### config.mk
export PLATFORM = sky130hd
export DESIGN_NAME = ppe_port_pin_event_irq
export DESIGN_NICKNAME = d
export VERILOG_FILES = /design/src/hw/ppe_pkg.sv /design/src/hw/ppe_port_pin_event_irq.sv
export VERILOG_INCLUDE_DIRS = /design/src /design/src/hw
export SDC_FILE = /design/constraint.sdc
export NUM_CORES = 1
export LEC_CHECK = 0
export BUFFER_PORTS_ARGS = -buffer_cell sky130_fd_sc_hd__buf_2
export CORE_ASPECT_RATIO = 0.6
export CORE_MARGIN = 10
export CORE_UTILIZATION = 40
export DETAILED_ROUTE_END_ITERATION = 7
export GPL_ROUTABILITY_DRIVEN = 0
export HOLD_SLACK_MARGIN = 0.1
export PLACE_DENSITY_LB_ADDON = 0.1
export SLEW_MARGIN = 30
export SYNTH_ARGS = -nofsm -noshare
export SYNTH_HDL_FRONTEND = slang
export SYNTH_SLANG_ARGS = --single-unit
export TNS_END_PERCENT = 50
### constraint.sdc
create_clock -name clk_i -period 10.7 [get_ports clk_i]
set_input_delay 2.14 -clock clk_i [delete_from_list [all_inputs] [get_ports clk_i]]
set_output_delay 2.14 -clock clk_i [all_outputs]
set_load 0.01 [all_outputs]
### src/hw/ppe_regs.svh
`ifndef PPE_REGS_SVH
`define PPE_REGS_SVH

// Bus geometry
`define PPE_ADR_W        12
`define PPE_DAT_W        32
`define PPE_WORD_ZERO    32'h0000_0000

// Register byte offsets
`define PPE_G_MODE_LO    12'h2c0
`define PPE_G_MODE_HI    12'h2c4
`define PPE_G_MODE_SP0   12'h2c8
`define PPE_G_MODE_SP1   12'h2cc
`define PPE_G_ENABLE     12'h2d0
`define PPE_G_PENDING    12'h2d4
`define PPE_G_SAMPLE     12'h2d8
`define PPE_H_MODE_LO    12'h2e0
`define PPE_H_MODE_HI    12'h2e4
`define PPE_H_MODE_SP0   12'h2e8
`define PPE_H_MODE_SP1   12'h2ec
`define PPE_H_ENABLE     12'h2f0
`define PPE_H_PENDING    12'h2f4
`define PPE_H_SAMPLE     12'h2f8

// Line counts and implemented-bit masks
`define PPE_MAX_LINES    14
`define PPE_G_LINE_MASK  14'h3fff
`define PPE_H_LINE_MASK  14'h1fff

// Trigger mode codes
`define PPE_MODE_W       4
`define PPE_MODE_RISE    4'h0
`define PPE_MODE_FALL    4'h1
`define PPE_MODE_HIGH    4'h2
`define PPE_MODE_LOW     4'h3
`define PPE_MODE_BOTH    4'h4

// Sample clock register fields
`define PPE_SRC_BIT      0
`define PPE_EXP_LSB      4
`define PPE_EXP_MSB      6
`define PPE_EXP_W        3
`define PPE_EXP_MAX      3'h7
`define PPE_DIV_W        7
`define PPE_DIV_FULL     7'h7f
`define PPE_DIV_ONE      7'h01

`endif

### src/hw/ppe_pkg.sv
`include "ppe_regs.svh"

package ppe_pkg;

    // Sample clock control of one group
    typedef struct packed {
        logic [`PPE_EXP_W-1:0] exp;
        logic                  src;
    } ppe_sample_t;

    // All state of one port group
    typedef struct packed {
        logic [`PPE_MAX_LINES-1:0][`PPE_MODE_W-1:0] mode;
        logic [`PPE_MAX_LINES-1:0]                  en;
        logic [`PPE_MAX_LINES-1:0]                  pend;
        logic [`PPE_MAX_LINES-1:0]                  sync1;
        logic [`PPE_MAX_LINES-1:0]                  sync2;
        logic [`PPE_MAX_LINES-1:0]                  prev;
        logic [`PPE_DIV_W-1:0]                      div_cnt;
        ppe_sample_t                                smp;
        logic                                       irq;
    } ppe_group_t;

    // Whole block state
    typedef struct packed {
        logic                  ack;
        logic [`PPE_DAT_W-1:0] rdat;
        logic                  irq;
        ppe_group_t            g;
        ppe_group_t            h;
    } ppe_state_t;

endpackage

### src/hw/ppe_port_pin_event_irq.sv
// Added by the designer: the Wishbone slave port.
`timescale 1ns/1ps
`include "ppe_regs.svh"

module ppe_port_pin_event_irq (
    // Clock and reset
    input  wire logic                     clk_i,
    input  wire logic                     rst_i,
    // Wishbone classic slave
    input  wire logic                     wb_cyc_i,
    input  wire logic                     wb_stb_i,
    input  wire logic                     wb_we_i,
    input  wire logic [`PPE_ADR_W-1:0]    wb_adr_i,
    input  wire logic [3:0]               wb_sel_i,
    input  wire logic [`PPE_DAT_W-1:0]    wb_dat_i,
    output logic      [`PPE_DAT_W-1:0]    wb_dat_o,
    output logic                          wb_ack_o,
    // Sample clock ticks, one-cycle pulses in the clk_i domain
    input  wire logic                     low_speed_tick_i,
    input  wire logic                     high_speed_tick_i,
    // Port pins, asynchronous
    input  wire logic [13:0]              port_g_pins_i,
    input  wire logic [12:0]              port_h_pins_i,
    // Interrupt requests
    output logic                          port_g_irq_o,
    output logic                          port_h_irq_o,
    output logic                          irq_o
);

    ppe_pkg::ppe_state_t s;
    ppe_pkg::ppe_state_t next_s;

    // Trigger decode of one line; reserved codes never fire
    function automatic logic trig_hit(
        input logic [`PPE_MODE_W-1:0] mode,
        input logic                   cur,
        input logic                   prev
    );
        logic hit;
        case (mode)
            `PPE_MODE_RISE: hit = cur & ~prev;
            `PPE_MODE_FALL: hit = ~cur & prev;
            `PPE_MODE_HIGH: hit = cur;
            `PPE_MODE_LOW:  hit = ~cur;
            `PPE_MODE_BOTH: hit = cur ^ prev;
            default:        hit = 1'b0;
        endcase
        return hit;
    endfunction

    // Byte-lane merge of a write into an old word
    function automatic logic [`PPE_DAT_W-1:0] lane_merge(
        input logic [`PPE_DAT_W-1:0] old,
        input logic [`PPE_DAT_W-1:0] wdat,
        input logic [3:0]            sel
    );
        logic [`PPE_DAT_W-1:0] res;
        res = old;
        for (int b = 0; b < 4; b++) begin
            if (sel[b]) begin
                res[8*b +: 8] = wdat[8*b +: 8];
            end
        end
        return res;
    endfunction

    // Sample clock register image
    function automatic logic [`PPE_DAT_W-1:0] smp_word(
        input ppe_pkg::ppe_sample_t smp
    );
        logic [`PPE_DAT_W-1:0] w;
        w = `PPE_WORD_ZERO;
        w[`PPE_SRC_BIT] = smp.src;
        w[`PPE_EXP_MSB:`PPE_EXP_LSB] = smp.exp;
        return w;
    endfunction

    // Prescaler, synchroniser, event detect and pending update of one group
    function automatic ppe_pkg::ppe_group_t group_step(
        input ppe_pkg::ppe_group_t     grp,
        input logic [13:0]             pins,
        input logic                    lo_tick,
        input logic                    hi_tick,
        input logic [13:0]             lmask,
        input logic [13:0]             clr
    );
        ppe_pkg::ppe_group_t n;
        logic                  tick;
        logic                  strobe;
        logic [`PPE_DIV_W-1:0] lim;
        logic [13:0]           hit;
        n = grp;
        // Second flop alone reads the first
        n.sync1 = pins;
        n.sync2 = grp.sync1;
        tick = grp.smp.src ? hi_tick : lo_tick;
        lim = `PPE_DIV_FULL >> (`PPE_EXP_MAX - grp.smp.exp);
        strobe = tick && (grp.div_cnt >= lim);
        if (tick) begin
            n.div_cnt = strobe ? '0 : grp.div_cnt + `PPE_DIV_ONE;
        end
        hit = '0;
        if (strobe) begin
            n.prev = grp.sync2;
            for (int i = 0; i < `PPE_MAX_LINES; i++) begin
                hit[i] = trig_hit(grp.mode[i], grp.sync2[i], grp.prev[i]);
            end
        end
        // New event wins over a same-cycle clear
        n.pend = ((grp.pend & ~clr) | hit) & lmask;
        n.irq = |(n.pend & n.en);
        return n;
    endfunction

    logic                  access;
    logic                  wr;
    logic [`PPE_DAT_W-1:0] clr_word;
    logic [`PPE_DAT_W-1:0] tmp;
    logic [13:0]           g_clr;
    logic [13:0]           h_clr;

    // Bus decode; a write commits at the edge where the master sees ack
    assign access = wb_cyc_i & wb_stb_i & ~s.ack;
    assign wr = wb_cyc_i & wb_stb_i & wb_we_i & s.ack;
    assign clr_word = lane_merge(`PPE_WORD_ZERO, wb_dat_i, wb_sel_i);
    assign g_clr = (wr && wb_adr_i == `PPE_G_PENDING) ?
                   clr_word[13:0] : '0;
    assign h_clr = (wr && wb_adr_i == `PPE_H_PENDING) ?
                   clr_word[13:0] : '0;

    // Next state: register writes, read data, group event logic
    always_comb begin
        next_s = s;
        tmp = `PPE_WORD_ZERO;
        next_s.ack = access;
        if (access) begin
            // Read image; unmapped and reserved words read zero
            next_s.rdat = `PPE_WORD_ZERO;
            case (wb_adr_i)
                `PPE_G_MODE_LO: next_s.rdat = s.g.mode[7:0];
                `PPE_G_MODE_HI: next_s.rdat = {8'h00, s.g.mode[13:8]};
                `PPE_G_ENABLE:  next_s.rdat = {18'h00000, s.g.en};
                `PPE_G_PENDING: next_s.rdat = {18'h00000, s.g.pend};
                `PPE_G_SAMPLE:  next_s.rdat = smp_word(s.g.smp);
                `PPE_H_MODE_LO: next_s.rdat = s.h.mode[7:0];
                `PPE_H_MODE_HI: next_s.rdat = {12'h000, s.h.mode[12:8]};
                `PPE_H_ENABLE:  next_s.rdat = {18'h00000, s.h.en};
                `PPE_H_PENDING: next_s.rdat = {18'h00000, s.h.pend};
                `PPE_H_SAMPLE:  next_s.rdat = smp_word(s.h.smp);
                default:        next_s.rdat = `PPE_WORD_ZERO;
            endcase
        end
        if (wr) begin
            case (wb_adr_i)
                `PPE_G_MODE_LO: begin
                    next_s.g.mode[7:0] = lane_merge(s.g.mode[7:0],
                                                    wb_dat_i, wb_sel_i);
                end
                `PPE_G_MODE_HI: begin
                    tmp = lane_merge({8'h00, s.g.mode[13:8]},
                                     wb_dat_i, wb_sel_i);
                    next_s.g.mode[13:8] = tmp[23:0];
                end
                `PPE_G_ENABLE: begin
                    tmp = lane_merge({18'h00000, s.g.en}, wb_dat_i, wb_sel_i);
                    next_s.g.en = tmp[13:0] & `PPE_G_LINE_MASK;
                end
                `PPE_G_SAMPLE: begin
                    tmp = lane_merge(smp_word(s.g.smp), wb_dat_i, wb_sel_i);
                    next_s.g.smp.src = tmp[`PPE_SRC_BIT];
                    next_s.g.smp.exp = tmp[`PPE_EXP_MSB:`PPE_EXP_LSB];
                end
                `PPE_H_MODE_LO: begin
                    next_s.h.mode[7:0] = lane_merge(s.h.mode[7:0],
                                                    wb_dat_i, wb_sel_i);
                end
                `PPE_H_MODE_HI: begin
                    tmp = lane_merge({12'h000, s.h.mode[12:8]},
                                     wb_dat_i, wb_sel_i);
                    next_s.h.mode[12:8] = tmp[19:0];
                end
                `PPE_H_ENABLE: begin
                    tmp = lane_merge({18'h00000, s.h.en}, wb_dat_i, wb_sel_i);
                    next_s.h.en = tmp[13:0] & `PPE_H_LINE_MASK;
                end
                `PPE_H_SAMPLE: begin
                    tmp = lane_merge(smp_word(s.h.smp), wb_dat_i, wb_sel_i);
                    next_s.h.smp.src = tmp[`PPE_SRC_BIT];
                    next_s.h.smp.exp = tmp[`PPE_EXP_MSB:`PPE_EXP_LSB];
                end
                default: begin
                    tmp = `PPE_WORD_ZERO;
                end
            endcase
        end
        // Event logic runs after the writes so new settings apply at once
        next_s.g = group_step(next_s.g, port_g_pins_i, low_speed_tick_i,
                              high_speed_tick_i, `PPE_G_LINE_MASK, g_clr);
        next_s.h = group_step(next_s.h, {1'b0, port_h_pins_i},
                              low_speed_tick_i, high_speed_tick_i,
                              `PPE_H_LINE_MASK, h_clr);
        next_s.irq = next_s.g.irq | next_s.h.irq;
    end

    // State register; reset zeroes every field
    always_ff @(posedge clk_i) begin
        if (rst_i) begin
            s <= '0;
        end else begin
            s <= next_s;
        end
    end

    // Outputs straight from state flops
    assign wb_ack_o = s.ack;
    assign wb_dat_o = s.rdat;
    assign port_g_irq_o = s.g.irq;
    assign port_h_irq_o = s.h.irq;
    assign irq_o = s.irq;

endmodule // ppe_port_pin_event_irq

==> impl_metrics.csv, run 1 <==
group,metric,value,unit
timing,tns,0,ps
detailed_routing,dr.pass1.iters,6,
detailed_routing,ant_nets,0,
yosys,synth_flop_cell,"dfxtp_1",
yosys,postSynthAreaPerCell,8.03,um^2
layout,final_cell_area,0.0185,mm^2
cts,cts_tree,"built",
yosys,synth_cell_type_count,91,
yosys,yosysSeqAreaShare,36.1,%
yosys,synth_fa_ha_area_share,5.17,%
timing,hold_violations,0,
timing,fin_hold_ws,430,ps
cts,cts_buffers,30,
layout,nNetsFinal,2239,
yosys,syn_inst,2080,
floorplanning,die_y,178,um
power_and_ir_drop,powerDensity,134,mW/mm^2
timing,rsz0062_at_grt,"false",
cts,clock_latency,600,ps
yosys,synth_fp_nets,2231,
run,max-cap-violations,0,
worst_setup_path,path_class,"in -> reg",
cts,cts-root-buf,"clkbuf_16",
yosys,synth_top_area_share,36.1,%
timing,setup_violations,0,
layout,layout_commonest_cell,"dfxtp_1",
yosys,synth.area.mux_share,6.26,%
min_path,hp-class,"reg -> reg",
placed_design,port_buffers,117,
cts,cts_htree_levels,1,
layout,layout_common_cells,"dfxtp_1, nor2_1, nand2_1",
layout,drive_gt1_share,11.3,%
cts,post_cts_resized,0,
grt,grt_pass1_vias,14700,
floorplanning,coreArea,0.0409,mm^2
timing,final.min_clock_period,7340,ps
timing,clock.fmax,136,MHz
layout,syn_to_final_growth,10.5,%
power_and_ir_drop,vdd_drop_max,0.117,mV
grt,grt_pass1_wl,99000,um
grt,grt_max_degree,140,
timing,slew_viol_final,0,
floorplanning,fp.dieArea,0.0506,mm^2
timing,layout_setup_ws,3360,ps
cts,clock-sinks,301,
yosys,async_reset_ff_share,0,%
detailed_routing,initialDrtViolationCount,2292,
yosys,yosysTopAreaCell,"dfxtp_1",
yosys,synth-compound-area-share,21.0,%
cts,cts_setup_buffers,0,
power_and_ir_drop,p_leak,0.00678,uW
detailed_routing,wl_per_cell,25.2,um
yosys,synth_area_leaders,"dfxtp_1, a21oi_1, nor2_1, ha_1, nand2_1",
floorplanning,initial_core_util,40.9,%
timing,fin_crit_sh,68.6,%
timing,worstMarginPinSlew,1070,ps
worst_setup_path,required,11220,ps
detailed_routing,vias,16300,
floorplanning,chipWidth,284,um
placed_design,dpl_cell_area,0.0174,mm^2
timing,slew_headroom,28.3,%
worst_setup_path,critPathArrivalTime,7860,ps
cts,clk_path_buf_depth,3,
yosys,yosys.area_share.simple,23.2,%
grt,grt_overflow,0,
worst_setup_path,crit_path_end_kind,"flop",
yosys,synth-seq-cells,301,
yosys,synth_top_family_by_area,"simple AND/OR/NAND/NOR gates",
layout,num_antenna_cells,0,
detailed_routing,totalWireLength,67300,um
cts,path_clk_slew,70,ps
detailed_routing,drc_errors,0,
yosys,syn_area,0.0167,mm^2
placed_design,preCtsSetupSlack,2690,ps
yosys,yosysWarnings,0,
yosys,synth_xor_area_share,1.73,%
placed_design,hpwl,50300,um
outcome,status,"complete, no violations",
grt,grt_util_all_layers,25.5,%
yosys,synth_edf_count,0,
floorplanning,rows,57,
floorplanning,boundaryPins,118,
worst_setup_path,worstSetupStartpointType,"input pin",
cts,cts_hold_buf,0,
timing,finClkSkew,18.5,ps
detailed_routing,vias_per_cell,6.09,
grt,antenna_found_initial,1,
power_and_ir_drop,total_power,2470,uW
worst_setup_path,path_max_fanout,19,
-- registers in the layout, indices dropped and copies added (netlist names) --
name	flops
s	238
next_s	27
wb_ack_o	1
port_h_irq_o	1
port_g_irq_o	1
wb_dat_o	32
irq_o	1
-- logic make-up after synthesis --
logic type | after synthesis
AOI/OAI and AO/OA | 528
muxes | 100
adders and majority gates | 69
and+or+nand+nor | 799
xor gates and xnor gates | 33
DFF | 301
buffers and inverters | 250
-- metrics by stage --
step                util [%]  cells
global route            45.2   2670
detailed placement      42.6   2616
finish                  45.2   2670
CTS                     45.2   2670
floorplan                  -   2080
global placement        42.6   2616
-- worst paths after layout --
path / from / depth (start not counted) / slack, ps / end
max reg2reg: wb_ack_o / 16 / 4850 / irq_o
min reg2reg: next_s[28] / 1 / 430 / s[28]
max: wb_adr_i[1] / 18 / 3360 / irq_o
min: next_s[28] / 1 / 430 / s[28]
-- cell type report --
cell class	instances	area [um^2]
timing repair buffer	135	731
clock buffer	41	883
sequential	301	6030
multi-input combinational	1529	9610
clock inverter	13	170
fill	4170	22400
inverter	91	342
tap	560	701
-- cell usage after synthesis, types with 6 or more instances --
| cell type | count |
|---|---|
| buf_2 | 12 |
| mux2_2 | 23 |
| nor2b_1 | 59 |
| o31a_1 | 10 |
| a21o_1 | 9 |
| nand3b_1 | 6 |
| o211ai_1 | 20 |
| nand3_1 | 46 |
| nand4_1 | 22 |
| a21oi_1 | 196 |
| xor2_1 | 21 |
| and4_1 | 10 |
| dfxtp_1 | 301 |
| a22o_1 | 10 |
| nor4_1 | 6 |
| o21ai_0 | 62 |
| a22oi_1 | 62 |
| nor3_1 | 50 |
| mux2i_1 | 75 |
| a211oi_1 | 15 |
| and3_1 | 11 |
| clkbuf_1 | 100 |
| o22ai_1 | 7 |
| o2111ai_1 | 11 |
| nor2_1 | 245 |
| nand2b_1 | 19 |
| a31oi_1 | 15 |
| a222oi_1 | 9 |
| buf_4 | 33 |
| nor4b_1 | 8 |
| ha_1 | 69 |
| or3_1 | 16 |
| nand2_1 | 228 |
| a221oi_1 | 19 |
| buf_1 | 12 |
| a41oi_1 | 10 |
| xnor2_1 | 12 |
| a32oi_1 | 6 |
| inv_1 | 90 |
| o31ai_1 | 6 |
| and2_1 | 37 |
-- routing by layer --
metal / share of wire (%) / GRT usage (%) / vias up / wire length [um]
met5: 0 / 0 / - / 0
met4: 1.7 / 4.20 / 0 / 1110
met3: 16 / 12.4 / 85 / 10600
met2: 34 / 30.4 / 985 / 22900
met1: 49 / 39.0 / 7821 / 32700
li1: - / - / 7374 / -
-- critical path: stages --
cell	delay (ps)
buf_2	120
nor4b_4	610
nand2_1	340
nor3_2	660
mux2i_1	420
inv_1	110
nor2_1	150
nand2_1	80
ha_1	280
o21ai_0	80
a21oi_1	200
o2111ai_1	140
o21ai_1	750
nand2_1	750
nor4_1	630
a2111oi_4	80
a41oi_2	160
o21bai_1	130
-- where the power goes --
part | internal, uW | switching [uW] | total [uW]
Clock | 670 | 483 | 1150
Combinational | 48.7 | 117 | 165
Sequential | 1140 | 19.5 | 1160
Total | 1850 | 620 | 2470
No activity file was read; power rests on OpenSTA's default activity.
==> run 2: changes to the inputs <==
clock period = 6.2 ns   (was 10.7 ns; I/O delays follow)
==> impl_metrics.csv, run 2 (synthesized netlist as in run 1, its figures left out) <==
group,metric,value,unit
outcome,status,"complete, no violations",
detailed_routing,ant_nets,0,
floorplanning,chipWidth,284,um
timing,finClkSkew,36.3,ps
worst_setup_path,worstSetupStartpointType,"input pin",
cts,cts_htree_levels,1,
cts,clock-sinks,301,
floorplanning,coreArea,0.0409,mm^2
grt,grt_overflow,0,
timing,rsz0062_at_grt,"false",
floorplanning,rows,57,
floorplanning,die_y,178,um
detailed_routing,totalWireLength,68400,um
grt,antenna_found_initial,3,
cts,cts_buffers,31,
timing,slew_viol_final,0,
worst_setup_path,critPathArrivalTime,5870,ps
worst_setup_path,cpPeakStageDelay,630,ps
detailed_routing,vias_per_cell,6.07,
placed_design,port_buffers,117,
layout,layout_common_cells,"dfxtp_1, nor2_1, nand2_1",
worst_setup_path,slowest_stage,"o21ai_1",
min_path,hp-class,"reg -> reg",
layout,nNetsFinal,2271,
grt,grt_pass1_vias,14800,
power_and_ir_drop,p_leak,0.00693,uW
timing,clock.fmax,187,MHz
worst_setup_path,cp_common_cell,"nand2_1",
timing,hold_violations,0,
cts,post_cts_resized,0,
timing,fin_crit_sh,86.4,%
timing,slew_headroom,32.4,%
cts,cts_setup_buffers,0,
layout,fillCellCount,4152,
floorplanning,boundaryPins,118,
worst_setup_path,cp_cell_sequence,"buf_2, nor4b_2, buf_4, and4_1, nand4_1, mux2_2, nor2_1, nand2_1, ha_1, o21ai_0, a21oi_1, o2111ai_1, o21ai_1, nand2_1, nor4_1, a2111oi_4, a41oi_2, o21bai_1",
worst_setup_path,crit_path_end_kind,"flop",
cts,path_clk_slew,60,ps
worst_setup_path,required,6720,ps
cts,clk_path_buf_depth,3,
detailed_routing,wl_per_cell,25.3,um
timing,setup_violations,0,
worst_setup_path,path_class,"in -> reg",
worst_setup_path,path_max_fanout,12,
cts,cts_hold_buf,0,
grt,grt_pass1_wl,100000,um
layout,largest_register_ffs,238,
layout,layout_commonest_cell,"dfxtp_1",
grt,grt_util_all_layers,25.9,%
placed_design,hpwl,51500,um
detailed_routing,drc_errors,0,
power_and_ir_drop,vdd_drop_max,0.203,mV
floorplanning,fp.dieArea,0.0506,mm^2
layout,post-route-util,45.8,%
run,max-cap-violations,0,
timing,worstMarginPinSlew,1010,ps
power_and_ir_drop,powerDensity,227,mW/mm^2
timing,final.min_clock_period,5360,ps
layout,drive_gt1_share,12.5,%
floorplanning,initial_core_util,40.9,%
cts,clock_latency,610,ps
detailed_routing,dr.pass1.iters,8,
cts,cts-root-buf,"clkbuf_16",
layout,top_register,"s",
detailed_routing,vias,16400,
layout,syn_to_final_growth,12.0,%
detailed_routing,initialDrtViolationCount,2186,
cts,cts_tree,"built",
timing,tns,0,ps
layout,multi_input_comb_area,0.00960,mm^2
grt,grt_max_degree,202,
layout,regArea,0.00603,mm^2
==> run 2: cell count changes in the layout (fill, tap and decap cells not counted), sizes merged <==
cell / before / now
clkbuf: 41 / 46
buf: 135 / 166
clkinvlp: 2 / 1
bufinv: 4 / 2
diode: 0 / 1
clkinv: 8 / 10
==> run 2: final timing paths <==
check / slack, ps / depth (start not counted) / to / start
max: 840 / 18 / irq_o / wb_adr_i[1]
min: 440 / 1 / s[166] / next_s[166]
max reg2reg: 1500 / 16 / irq_o / wb_ack_o
min reg2reg: 440 / 1 / s[166] / next_s[166]
==> run 2: worst max-delay path: cells and delay by family <==
kind            cells  cell delay (ps)
fa+ha+maj           1              290
simple gates        7             2050
compound gates      7             1450
mux                 1              480
buf+inv             2              340
==> run 2: final cells by class <==
type                            count  share of cell area (%)
Timing Repair Buffer              166                    5.33
Clock buffer                       46                    4.93
Sequential cell                   301                    32.2
Clock inverter                     12                   0.622
Multi-Input combinational cell   1529                    51.3
Antenna cell                        1                  0.0134
Inverter                           91                    1.83
Tap cell                          560                    3.75
==> run 2: metrics by stage <==
stage	area [um^2]	total power, uW	hold slack [ps]	worst slack (ps)	instances
after CTS	18700	4270	440	931	2704
after floorplan	16700	2190	414	1290	2080
after detailed placement	17600	2320	426	344	2646
final	18700	4250	436	843	2706
after global placement	17600	2320	422	628	2646
after global routing	18700	4370	447	479	2706
==> run 2: report_power, final <==
part | internal [uW] | switching, uW
registers | 1960 | 34.5
clock network | 1110 | 852
logic | 90.0 | 207
==> run 2: per-layer routing <==
layer  vias to the layer above  GRT usage, %  wire length (um)  part of all wire [%]
met5                         -             0                45                 0.066
met4                         4          4.11              1030                   1.5
met3                        92          11.9             10700                    16
met2                      1010          31.4             23800                    35
met1                      7861          39.7             32800                    48
li1                       7447             -                 -                     -
